<file path="config.mk">
export PLATFORM = sky130hd
export DESIGN_NAME = ebs_strobes
export DESIGN_NICKNAME = d
export VERILOG_FILES = /design/src/ebs_pkg.sv /design/src/ebs_strobes.sv /design/src/ebs_sync.sv
export SDC_FILE = /design/constraint.sdc
export NUM_CORES = 1
export LEC_CHECK = 0
export BUFFER_PORTS_ARGS = -buffer_cell sky130_fd_sc_hd__buf_2
export CORE_MARGIN = 2
export CORE_UTILIZATION = 39
export CTS_BUF_LIST = sky130_fd_sc_hd__clkbuf_16
export DETAILED_ROUTE_END_ITERATION = 8
export GPL_TIMING_DRIVEN = 0
export SYNTH_ARGS = -nofsm -noshare
export SYNTH_HDL_FRONTEND = slang
export SYNTH_HIERARCHICAL = 1
export SYNTH_SLANG_ARGS = --single-unit
</file>
<file path="constraint.sdc">
create_clock -name clk_sys_i -period 3.6 [get_ports clk_sys_i]
set_clock_uncertainty 0.05 [all_clocks]
set_input_delay 0 -clock clk_sys_i [delete_from_list [all_inputs] [get_ports clk_sys_i]]
set_output_delay 0 -clock clk_sys_i [all_outputs]
set_load 0.02 [all_outputs]
</file>
<file path="src/ebs_pkg.sv">
/*
 * Constants and carrier types for the external bus strobe block.
 * Assumes one oscillator clock that also clocks the strobe sequencer.
 */
package ebs_pkg;
    // register map
    localparam logic [7:0] AUX_ADDR    = 8'h8e;
    localparam logic [7:0] CLK_ADDR    = 8'h8f;
    localparam logic [7:0] AUX_RESET   = 8'h00;
    localparam logic [7:0] CLK_RESET   = 8'h00;
    localparam logic [7:0] AUX_MASK    = 8'h2f;
    localparam logic [7:0] CLK_MASK    = 8'h7f;
    localparam int         AUX_ALE_OFF = 0;
    localparam int         CLK_X2      = 0;

    // timing
    localparam int         CLK_PERIOD_NS  = 100;
    localparam int         OSC_PER_MC_STD = 12;
    localparam int         OSC_PER_MC_X2  = 6;
    localparam int         RST_HOLD_MC    = 2;
    localparam logic [2:0] SLOT_LEN_STD   = 3'(OSC_PER_MC_STD / 2);
    localparam logic [2:0] SLOT_LEN_X2    = 3'(OSC_PER_MC_X2 / 2);
    localparam logic [2:0] ALE_LEN_STD    = 3'd2;
    localparam logic [2:0] ALE_LEN_X2     = 3'd1;
    localparam logic [4:0] RST_HOLD_STD   = 5'(RST_HOLD_MC * OSC_PER_MC_STD);
    localparam logic [4:0] RST_HOLD_X2    = 5'(RST_HOLD_MC * OSC_PER_MC_X2);

    typedef enum {
        SLOT_CODE,
        SLOT_XDATA_A,
        SLOT_XDATA_B
    } ebs_slot_t;

    typedef struct packed {
        logic [15:0] addr;
        logic [7:0]  wdata;
        logic        write;
        logic        short_addr;
    } ebs_xreq_t;

    typedef struct packed {
        logic ale;
        logic fetch_n;
        logic rd_n;
        logic wr_n;
    } ebs_strobes_t;

    function automatic logic [2:0] ebs_slot_len(input logic x2);
        return x2 ? SLOT_LEN_X2 : SLOT_LEN_STD;
    endfunction : ebs_slot_len

    function automatic logic [2:0] ebs_ale_len(input logic x2);
        return x2 ? ALE_LEN_X2 : ALE_LEN_STD;
    endfunction : ebs_ale_len
endpackage : ebs_pkg

</file>
<file path="src/ebs_strobes.sv">
/*
 * External bus strobe generator: address latch pulse, program fetch
 * strobe, data read/write strobes, port 0/high address drive, reset pin
 * and external code select handling, two control registers.
 * Assumes clk_sys_i is the oscillator and the core presents fetch and
 * data move requests in the same clock domain.
 */
// Notes on behaviour
// - a reset pin held high for two machine cycles gives a full reset.
// - a watchdog reset drives the reset pin as an output.
// - the latch strobe pulses at osc/6, or osc/3 in double speed.
// - each external data move drops one latch strobe pulse, or adds one while the disable bit mutes internal fetches.
// - with the latch-strobe disable bit set, no pulse on internal fetches.
// - the latch strobe marks the low address byte valid on port 0.
// - executing externally, the fetch strobe fires twice per machine cycle.
// - each external data move suppresses two consecutive fetch strobes.
// - the fetch strobe never fires on internal fetches.
// - with security level 1 the code select pin is latched at reset.
// - a dedicated low strobe marks each external data write.
// - a dedicated low strobe marks each external data read.
// - high address port carries the high byte, or its latch on 8-bit moves.
// - the double speed bit selects 12 or 6 clocks per machine cycle.
`timescale 1ns/100ps
`default_nettype none
module ebs_strobes (
    input  wire logic              clk_sys_i,
    input  wire logic              reset_i,
    // register port
    input  wire logic [7:0]        reg_addr_i,
    input  wire logic [7:0]        reg_wdata_i,
    input  wire logic              reg_write_i,
    input  wire logic              reg_read_i,
    output logic      [7:0]        reg_rdata_o,
    // core side
    input  wire logic              fetch_external_i,
    input  wire logic [15:0]       fetch_addr_i,
    output logic      [7:0]        fetch_data_o,
    output logic                   fetch_data_valid_o,
    input  wire logic              xreq_valid_i,
    input  wire ebs_pkg::ebs_xreq_t xreq_i,
    output logic                   xreq_ready_o,
    output logic      [7:0]        xdata_rdata_o,
    output logic                   xdata_done_o,
    input  wire logic [7:0]        high_address_latch_i,
    input  wire logic              watchdog_reset_i,
    input  wire logic              security_level1_i,
    output logic                   sys_reset_o,
    output logic                   code_external_o,
    output logic                   double_speed_o,
    // pins
    output logic                   ale_o,
    output logic                   program_fetch_strobe_n_o,
    output logic                   rd_n_o,
    output logic                   wr_n_o,
    output logic      [7:0]        high_address_port_o,
    input  wire logic [7:0]        port0_i,
    output logic      [7:0]        port0_o,
    output logic                   port0_oe_o,
    input  wire logic              rst_pin_i,
    output logic                   rst_pin_o,
    output logic                   rst_pin_oe_o,
    input  wire logic              external_code_select_i
);
    import ebs_pkg::*;

    logic         rst_pin_s;
    logic         code_sel_s;
    logic [7:0]   port0_s;
    logic [4:0]   rst_cnt;
    logic         pin_reset;
    logic         code_sel_held;
    logic         sys_reset_d;
    logic [7:0]   auxiliary_control;
    logic [7:0]   clock_speed_control;
    logic         x2_active;
    logic [2:0]   phase;
    logic [2:0]   slot_len;
    logic [2:0]   ale_len;
    logic         slot_end;
    logic         mc_end;
    logic         slot_idx;
    ebs_slot_t    slot;
    ebs_slot_t    next_slot;
    ebs_xreq_t    xreq_q;
    logic         xreq_pend;
    ebs_strobes_t next_strb;
    logic         ale_allowed;

    ebs_sync #(.W(2), .INIT(2'b01)) u_sync_pins (
        .clk_sys_i (clk_sys_i),
        .reset_i   (reset_i),
        .async_i   ({rst_pin_i, external_code_select_i}),
        .sync_o    ({rst_pin_s, code_sel_s})
    );

    ebs_sync #(.W(8), .INIT(8'hff)) u_sync_port0 (
        .clk_sys_i (clk_sys_i),
        .reset_i   (reset_i),
        .async_i   (port0_i),
        .sync_o    (port0_s)
    );

    // reset pin filter: full reset once held two machine cycles
    always_ff @(posedge clk_sys_i or posedge reset_i) begin
        if (reset_i) begin
            rst_cnt   <= 5'h00;
            pin_reset <= 1'b0;
        end else if (!rst_pin_s || rst_pin_oe_o) begin
            rst_cnt   <= 5'h00;
            pin_reset <= 1'b0;
        end else if (rst_cnt >= (x2_active ? RST_HOLD_X2 : RST_HOLD_STD)) begin
            pin_reset <= 1'b1;
        end else begin
            rst_cnt   <= rst_cnt + 5'h01;
        end
    end

    always_ff @(posedge clk_sys_i or posedge reset_i) begin
        if (reset_i) begin
            sys_reset_o  <= 1'b1;
            sys_reset_d  <= 1'b1;
            rst_pin_oe_o <= 1'b0;
        end else begin
            sys_reset_o  <= pin_reset || watchdog_reset_i;
            sys_reset_d  <= sys_reset_o;
            rst_pin_oe_o <= watchdog_reset_i;
        end
    end

    assign rst_pin_o = 1'b1;

    // code select capture at reset release
    always_ff @(posedge clk_sys_i or posedge reset_i) begin
        if (reset_i) begin
            code_sel_held <= 1'b1;
        end else if (sys_reset_d && !sys_reset_o) begin
            code_sel_held <= code_sel_s;
        end
    end

    // low on the select pin permits external code
    assign code_external_o = security_level1_i ? !code_sel_held : !code_sel_s;

    // control registers
    always_ff @(posedge clk_sys_i or posedge reset_i) begin
        if (reset_i) begin
            auxiliary_control   <= AUX_RESET;
            clock_speed_control <= CLK_RESET;
        end else if (sys_reset_o) begin
            auxiliary_control   <= AUX_RESET;
            clock_speed_control <= CLK_RESET;
        end else if (reg_write_i) begin
            if (reg_addr_i == AUX_ADDR) begin
                auxiliary_control <= reg_wdata_i & AUX_MASK;
            end
            if (reg_addr_i == CLK_ADDR) begin
                clock_speed_control <= reg_wdata_i & CLK_MASK;
            end
        end
    end

    always_ff @(posedge clk_sys_i or posedge reset_i) begin
        if (reset_i) begin
            reg_rdata_o <= 8'h00;
        end else if (reg_read_i) begin
            unique case (reg_addr_i)
                AUX_ADDR: reg_rdata_o <= auxiliary_control;
                CLK_ADDR: reg_rdata_o <= {clock_speed_control[7:1], x2_active};
                default:  reg_rdata_o <= 8'h00;
            endcase
        end else begin
            reg_rdata_o <= 8'h00;
        end
    end

    // machine cycle timebase; speed change only at cycle boundary
    assign slot_len = ebs_slot_len(x2_active);
    assign ale_len  = ebs_ale_len(x2_active);
    assign slot_end = (phase == slot_len - 3'd1);
    assign mc_end   = slot_end && slot_idx;
    assign double_speed_o = x2_active;

    always_ff @(posedge clk_sys_i or posedge reset_i) begin
        if (reset_i) begin
            x2_active <= 1'b0;
        end else if (sys_reset_o) begin
            x2_active <= 1'b0;
        end else if (mc_end) begin
            x2_active <= clock_speed_control[CLK_X2];
        end
    end

    always_ff @(posedge clk_sys_i or posedge reset_i) begin
        if (reset_i) begin
            phase    <= 3'd0;
            slot_idx <= 1'b0;
        end else if (sys_reset_o) begin
            phase    <= 3'd0;
            slot_idx <= 1'b0;
        end else if (slot_end) begin
            phase    <= 3'd0;
            slot_idx <= !slot_idx;
        end else begin
            phase    <= phase + 3'd1;
        end
    end

    // data move request holding register
    assign xreq_ready_o = !xreq_pend && !sys_reset_o;

    always_ff @(posedge clk_sys_i or posedge reset_i) begin
        if (reset_i) begin
            xreq_pend <= 1'b0;
            xreq_q    <= '0;
        end else if (sys_reset_o) begin
            xreq_pend <= 1'b0;
        end else if (xreq_valid_i && xreq_ready_o) begin
            xreq_pend <= 1'b1;
            xreq_q    <= xreq_i;
        end else if (slot == SLOT_XDATA_B && slot_end) begin
            xreq_pend <= 1'b0;
        end
    end

    // slot sequencing: a data move takes a whole machine cycle
    always_comb begin
        next_slot = slot;
        if (slot_end) begin
            unique case (slot)
                SLOT_CODE:    next_slot = (slot_idx && xreq_pend) ? SLOT_XDATA_A : SLOT_CODE;
                SLOT_XDATA_A: next_slot = SLOT_XDATA_B;
                SLOT_XDATA_B: next_slot = SLOT_CODE;
            endcase
        end
    end

    always_ff @(posedge clk_sys_i or posedge reset_i) begin
        if (reset_i) begin
            slot <= SLOT_CODE;
        end else if (sys_reset_o) begin
            slot <= SLOT_CODE;
        end else begin
            slot <= next_slot;
        end
    end

    // strobe pattern for the current phase
    assign ale_allowed = fetch_external_i || !auxiliary_control[AUX_ALE_OFF];

    always_comb begin
        next_strb = '{ale: 1'b0, fetch_n: 1'b1, rd_n: 1'b1, wr_n: 1'b1};
        unique case (slot)
            SLOT_CODE: begin
                next_strb.ale     = (phase == 3'd0) ? ale_allowed
                                                    : ale_o && (phase < ale_len);
                next_strb.fetch_n = !(fetch_external_i && phase >= ale_len);
            end
            SLOT_XDATA_A: begin
                next_strb.ale  = (phase < ale_len);
                next_strb.rd_n = xreq_q.write || (phase < ale_len);
                next_strb.wr_n = !xreq_q.write || (phase < ale_len);
            end
            SLOT_XDATA_B: begin
                // no latch pulse and no fetch strobe in this slot
                next_strb.rd_n = xreq_q.write || slot_end;
                next_strb.wr_n = !xreq_q.write || slot_end;
            end
        endcase
        if (sys_reset_o) begin
            next_strb = '{ale: 1'b0, fetch_n: 1'b1, rd_n: 1'b1, wr_n: 1'b1};
        end
    end

    always_ff @(posedge clk_sys_i or posedge reset_i) begin
        if (reset_i) begin
            ale_o                    <= 1'b0;
            program_fetch_strobe_n_o <= 1'b1;
            rd_n_o                   <= 1'b1;
            wr_n_o                   <= 1'b1;
        end else begin
            ale_o                    <= next_strb.ale;
            program_fetch_strobe_n_o <= next_strb.fetch_n;
            rd_n_o                   <= next_strb.rd_n;
            wr_n_o                   <= next_strb.wr_n;
        end
    end

    // address and data drive
    always_ff @(posedge clk_sys_i or posedge reset_i) begin
        if (reset_i) begin
            port0_o             <= 8'hff;
            port0_oe_o          <= 1'b0;
            high_address_port_o <= 8'hff;
        end else if (sys_reset_o) begin
            port0_o             <= 8'hff;
            port0_oe_o          <= 1'b0;
            high_address_port_o <= 8'hff;
        end else begin
            unique case (slot)
                SLOT_CODE: begin
                    high_address_port_o <= fetch_external_i ? fetch_addr_i[15:8]
                                                            : high_address_latch_i;
                    port0_o    <= fetch_addr_i[7:0];
                    port0_oe_o <= fetch_external_i && (phase < ale_len);
                end
                default: begin
                    high_address_port_o <= xreq_q.short_addr ? high_address_latch_i
                                                             : xreq_q.addr[15:8];
                    if (slot == SLOT_XDATA_A && phase < ale_len) begin
                        port0_o    <= xreq_q.addr[7:0];
                        port0_oe_o <= 1'b1;
                    end else begin
                        port0_o    <= xreq_q.wdata;
                        port0_oe_o <= xreq_q.write;
                    end
                end
            endcase
        end
    end

    // capture returned bytes at the trailing edge of the read strobe, one clock before the fetch strobe's
    always_ff @(posedge clk_sys_i or posedge reset_i) begin
        if (reset_i) begin
            fetch_data_o       <= 8'h00;
            fetch_data_valid_o <= 1'b0;
            xdata_rdata_o      <= 8'h00;
            xdata_done_o       <= 1'b0;
        end else begin
            fetch_data_valid_o <= 1'b0;
            xdata_done_o       <= 1'b0;
            if (!sys_reset_o && slot_end && slot == SLOT_CODE && fetch_external_i) begin
                fetch_data_o       <= port0_s;
                fetch_data_valid_o <= 1'b1;
            end
            if (!sys_reset_o && slot_end && slot == SLOT_XDATA_B) begin
                if (!xreq_q.write) begin
                    xdata_rdata_o <= port0_s;
                end
                xdata_done_o <= 1'b1;
            end
        end
    end
endmodule : ebs_strobes
`default_nettype wire

</file>
<file path="src/ebs_sync.sv">
/*
 * Two flip-flop synchroniser for pin inputs.
 * Assumes inputs are asynchronous to clk_sys_i.
 */
`timescale 1ns/100ps
`default_nettype none
module ebs_sync #(
    parameter int          W       = 1,
    parameter logic [W-1:0] INIT   = '0
) (
    input  wire logic         clk_sys_i,
    input  wire logic         reset_i,
    input  wire logic [W-1:0] async_i,
    output logic      [W-1:0] sync_o
);
    logic [W-1:0] stage1;

    always_ff @(posedge clk_sys_i or posedge reset_i) begin
        if (reset_i) begin
            stage1 <= INIT;
            sync_o <= INIT;
        end else begin
            stage1 <= async_i;
            sync_o <= stage1;
        end
    end
endmodule : ebs_sync
`default_nettype wire

</file>
[Word level (Yosys, flattened, before mapping)]
Index checks and enable logic that the tools add are counted.
Word-level totals
  output and inout bits: 53
  bits in registers: 157
  logic and storage cells: 139
  input bits: 84
Cells by class
  bitwise gates (word level): 2
  order comparisons: 3
  reduce and logical (&&, ||, !) cells: 44
  equal/unequal tests: 8
  multiplexer cells: 46
  add/subtract/negate cells: 3
Operators with widths (count)
  two-way mux 8 bit: 14
  one-hot mux 32 bit (3 select lines): 1
  == test 32 x 2 -> 1 bit, second input constant: 2
  logical NOT 32 bit: 2
  two-way mux 32 bit: 2
  == test 32 x 1 -> 1 bit, second input constant: 1
  == test 32 x 3 -> 1 bit, second input constant: 1
  two-way mux 1 bit: 18
  == test 8 bit, second input constant: 2
  one-hot mux 8 bit (2 select lines): 1
  two-way mux 5 bit: 3
  logical AND 1 bit: 14
  nonzero test 2 bit: 6
  logical NOT 1 bit: 9
  two-way mux 3 bit: 3
  AND reduction 2 bit: 4
  logical OR 1 bit: 7
  adder 5 x 1 -> 5 bit, second input constant: 1
  >= comparator 5 bit: 1
  two-way mux 4 bit: 1
  one-hot mux 2 bit (2 select lines): 1
  adder 3 x 1 -> 3 bit, second input constant: 1
  == test 3 bit: 1
  >= comparator 3 x 2 -> 1 bit: 1
  8 further kinds: 9

[Logic depth before layout (Yosys ltp)]
  depth in word-level cells: 7
  gate-level depth with buffers: 7
  gate-level depth less buffers: 6

[Modules after synthesis]
Netlist, hierarchy kept.
By module, submodules not included
  ebs_strobes: area each 4541.9 µm², cells each 377, times used 1, seq. area each 2580.0 µm²
  ebs_sync (u_sync_port0): area each 424.2 µm², cells each 17, times used 1, seq. area each 420.4 µm²
  ebs_sync (u_sync_pins): area each 106.4 µm², cells each 5, times used 1, seq. area each 102.6 µm²

[Least setup slack after synthesis]
Ideal clock, no wire load.
  kind: reg-to-reg
  start point: reg x2_active, in the netlist double_speed_o
  end point: reg port0_o[0]
  data required time: 3.477 ns
  period minus slack after synthesis: 1.939 ns
  stages on the path, launching flop included: 6
  library setup time: 0.073 ns
  setup slack: 1.661 ns
  arrival: 1.816 ns
  path buffers: 1
  cell sequence: dfrtp_1 > ha_1 > a2111oi_2 > buf_2 > a21oi_1 > a21oi_1
On the way
  longest elaborated chain between the ends: 6
Ends and longest elaborated chain
  start: declaration: RTL line ebs_strobes.sv:75  | logic x2_active;
  start signal: assignment: RTL line ebs_strobes.sv:189  | x2_active <= clock_speed_control[CLK_X2];
  two-way mux 2 bit: RTL line ebs_pkg.sv:53  | return x2 ? ALE_LEN_X2 : ALE_LEN_STD;
  < comparator 3 x 2 -> 1 bit: RTL line ebs_strobes.sv:309  | if (slot == SLOT_XDATA_A && phase < ale_len) begin
  logical AND 1 bit: RTL line ebs_strobes.sv:309
  two-way mux 8 bit: RTL line ebs_strobes.sv:309
  two-way mux 8 bit: RTL line ebs_strobes.sv:299  | unique case (slot)
  two-way mux 8 bit: RTL line ebs_strobes.sv:294  | end else if (sys_reset_o) begin
  end signal: assignment: RTL line ebs_strobes.sv:303  | port0_o <= fetch_addr_i[7:0];
  end signal: assignment: RTL line ebs_strobes.sv:310  | port0_o <= xreq_q.addr[7:0];
  end signal: assignment: RTL line ebs_strobes.sv:313  | port0_o <= xreq_q.wdata;
  end: declaration: RTL line ebs_strobes.sv:57  | output logic [7:0] port0_o,
No other way between the ends.
A chain may end at the register's enable or synchronous reset.

[Worst setup path after layout]
  start point: reg x2_active, in the netlist double_speed_o
  end point: reg port0_o[5]
The elaborated chain is that of the path after synthesis.

==> flow_summary.ini <==
[die]
die_h_um = 118
rows = 41
coreArea_um2 = 12700
initial_core_util = 0.400
ioPinCount = 137
die_x_um = 118
dieArea_um2 = 13900

[yosys]
syn_inst = 399
syn-num-nets = 494
synth_cell_types = 38
yosys_warnings = 6
ys_top_cells_by_area = dfrtp_1, dfstp_2, mux2_2, mux2i_1, a21oi_1
synth.avg_cell_area_um2 = 12.7
yosysTopAreaCell = dfrtp_1
yosysMostFrequentCell = dfrtp_1
async_flop_share = 1.00
seq_area_frac_synth = 0.612
synth_top_area_share = 0.405
synth_edf_count = 0
ys_seq_elements = 122
synth_commonest_cells = dfrtp_1, mux2_2, dfstp_2
synth_area_um2 = 5070
ys.flop_type = dfrtp_1

[layout]
nets = 722
design_area_um2 = 7220
drive_gt1_frac = 0.409
num-fill-cells = 1115
syn_to_final_growth_pct = 42.4
antenna_cells = 0
utilization = 0.570

[power]
pwr-share-seq = 0.464
power.total_w = 0.00335
powerDensity_nw_per_um2 = 463
internal-power_w = 0.00255
vdd_drop_max_uv = 295
clkPwrFrac = 0.412
power.switching_w = 0.000795
p_leak_nw = 3.43
pwr-share-comb = 0.125
swShare = 0.237

[critical_path]
worst_path_most_repeated_cell = a21oi_1
crit_end = port0_o[5]$_DFF_PP1_
start_kind = flip-flop
reg2reg_slack_ns = 1.16
cp_cell_sequence = ha_1 -> a2111oi_2 -> buf_2 -> a21oi_1 -> a21oi_1
arrival_ns = 2.72
critPathCaptureType = flip-flop
regToRegStartpoint = double_speed_o$_DFFE_PP0P_
crit_required_ns = 3.88
max_stage_delay_ns = 0.75
worstSetupPathType = flip-flop to flip-flop
crit_start = double_speed_o$_DFFE_PP0P_
ff2ff_path_depth = 5
path_max_fanout = 10
reg2reg_to = port0_o[5]$_DFF_PP1_
critical-path-slowest-cell = a2111oi_2

[detailed_routing]
vias_per_cell = 4.74
first_iter_violations = 172
routed_wirelength_um = 12100
drc = 0
ant_nets = 0
firstDrtPassIters = 4
vias = 3851
wire_per_inst_um = 14.9

[clocking]
path_clk_slew_ns = 0.05
cts_buffers = 17
clk_latency_ns = 0.41
cts_tree = built
ctsResizeCount = 0
cts_root_buf = clkbuf_16
htree_levels = 4
cts.sinks = 122
cts_max_path_buffers = 2

[sta]
max_slew_margin = 0.450
max_freq_mhz = 411
rsz0062_at_grt = no
setup_viol_count_final = 0
finalHoldViolCount = 0
final.min_clock_period_ns = 2.44
worst_pin_slew_ns = 0.823
slew_violations = 0
finalCritPeriodShare = 0.677

[grt]
grt_use_total = 0.182
first_global_vias = 4044
antenna_found_initial = 0
overflow = 0
grt_max_degree = 74
grt_pass1_wl_um = 19700

[place]
placed_cell_area_um2 = 5980
hpwl_um = 8070
portBuffers = 132
gp_congestion = 0.778

[run_status]
status = finished, final reports clean

[min_path]
hp-class = input pin to flip-flop

[flow_run]
drv_cap = 0
[metrics by stage]
stage	worst slack, ns	cells	hold WS, ns	TNS [ns]
6_report	1.16	812	0.0371	0
5_1_grt	1.01	812	0.0369	0
4_1_cts	1.15	812	0.0182	0
3_5_place_dp	1.17	704	-0.122	0
3_3_place_gp	-0.346	703	-0.148	-26.87
2_1_floorplan	0.911	399	-0.285	0
[cell type report]
type                    count  area, um^2  area share
inverters                  16        62.6     0.00866
flip-flops and latches    122        3100       0.430
multi-input cells         242        1820       0.252
clock buffers              17         425      0.0589
plain buffers              19        86.3      0.0120
repair buffers            209        1450       0.201
clock inverters            15        58.8     0.00814
well taps                 172         215      0.0298
[worst max-delay path: cells and delay by family, from the launching register on]
family                     cells  cell delay, ns
AOI/OAI and AO/OA              3            1.04
adders and majority gates      1            0.44
buffers and inverters          1            0.34
DFF                            1            0.50
[power by group through the flow]
stage                     Clock (W)  Combinational (W)  Sequential, W
after CTS                   0.00142           0.000421        0.00155
after detailed placement          0           0.000353        0.00157
after floorplan                   0           0.000189        0.00159
after global routing        0.00149           0.000458        0.00156
after global placement            0           0.000340        0.00157
final                       0.00138           0.000418        0.00155
[state kept, by name, indices dropped and copies added (netlist names), 2 cells and up]
name / cells
xreq_q: 26
fetch_data_o: 8
high_address_port_o: 8
port0_o: 8
u_sync_port0/stage1: 8
u_sync_port0/sync_o: 8
xdata_rdata_o: 8
clock_speed_control: 7
reg_rdata_o: 7
auxiliary_control: 5
rst_cnt: 5
phase: 3
slot: 2
u_sync_pins/stage1: 2
u_sync_pins/sync_o: 2
[cell families after synthesis]
family / after synthesis / share of synthesized area
and+or+nand+nor: 102 / 0.111
adders and majority gates: 11 / 0.0271
AOI/OAI and AO/OA: 55 / 0.0683
xor gates and xnor gates: 6 / 0.0104
other: 2 / 0.00148
DFF: 122 / 0.612
muxes: 66 / 0.141
buffers and inverters: 35 / 0.0289
[cell usage in the layout (no fill, tap or decap), types with 2 or more instances in the layout]
cell type	instances
dfrtp_1	82
nand4b_1	2
dlygate4sd3_1	76
nor3_1	2
a21bo_2	2
o21ai_0	3
nor2_1	39
clkbuf_16	17
nor3b_1	2
and3_1	5
clkinv_2	2
clkinv_1	7
buf_2	138
clkbuf_1	10
or2_2	9
nor2b_1	9
nor3_4	2
conb_1	2
mux2i_1	23
a22oi_1	5
mux2_2	43
xnor2_1	6
inv_1	21
ha_1	11
buf_4	2
a211oi_1	9
dfstp_2	40
nand2b_1	12
nand3_1	6
nand2_1	8
a311oi_1	3
a21oi_1	30
[routing by layer]
layer	share of wire	GRT usage	up-vias
li1	-	-	1823
met1	0.40	0.211	1880
met2	0.52	0.306	126
met3	0.056	0.0572	22
met4	0.024	0.0843	0
met5	0	0	-
[worst min-delay path by stage]
stage / slack, ns / from / cells past startpoint / endpoint
after global placement: -0.15 / reset_i / 2 / u_sync_pins/stage1[1]$_DFF_PP0_
after floorplan: -0.29 / reset_i / 1 / u_sync_pins/stage1[1]$_DFF_PP0_
after global routing: 0.04 / fetch_external_i / 5 / ale_o$_DFF_PP0_
after detailed placement: -0.12 / reset_i / 2 / u_sync_pins/stage1[1]$_DFF_PP0_
after CTS: 0.02 / fetch_external_i / 5 / ale_o$_DFF_PP0_
final: 0.04 / fetch_external_i / 5 / ale_o$_DFF_PP0_
[repair_timing]
item,CTS,global route
hold buffers,76,0
hold endpoints to repair,177,0
setup buffers,0,0
(Power assumes the default switching activity.)
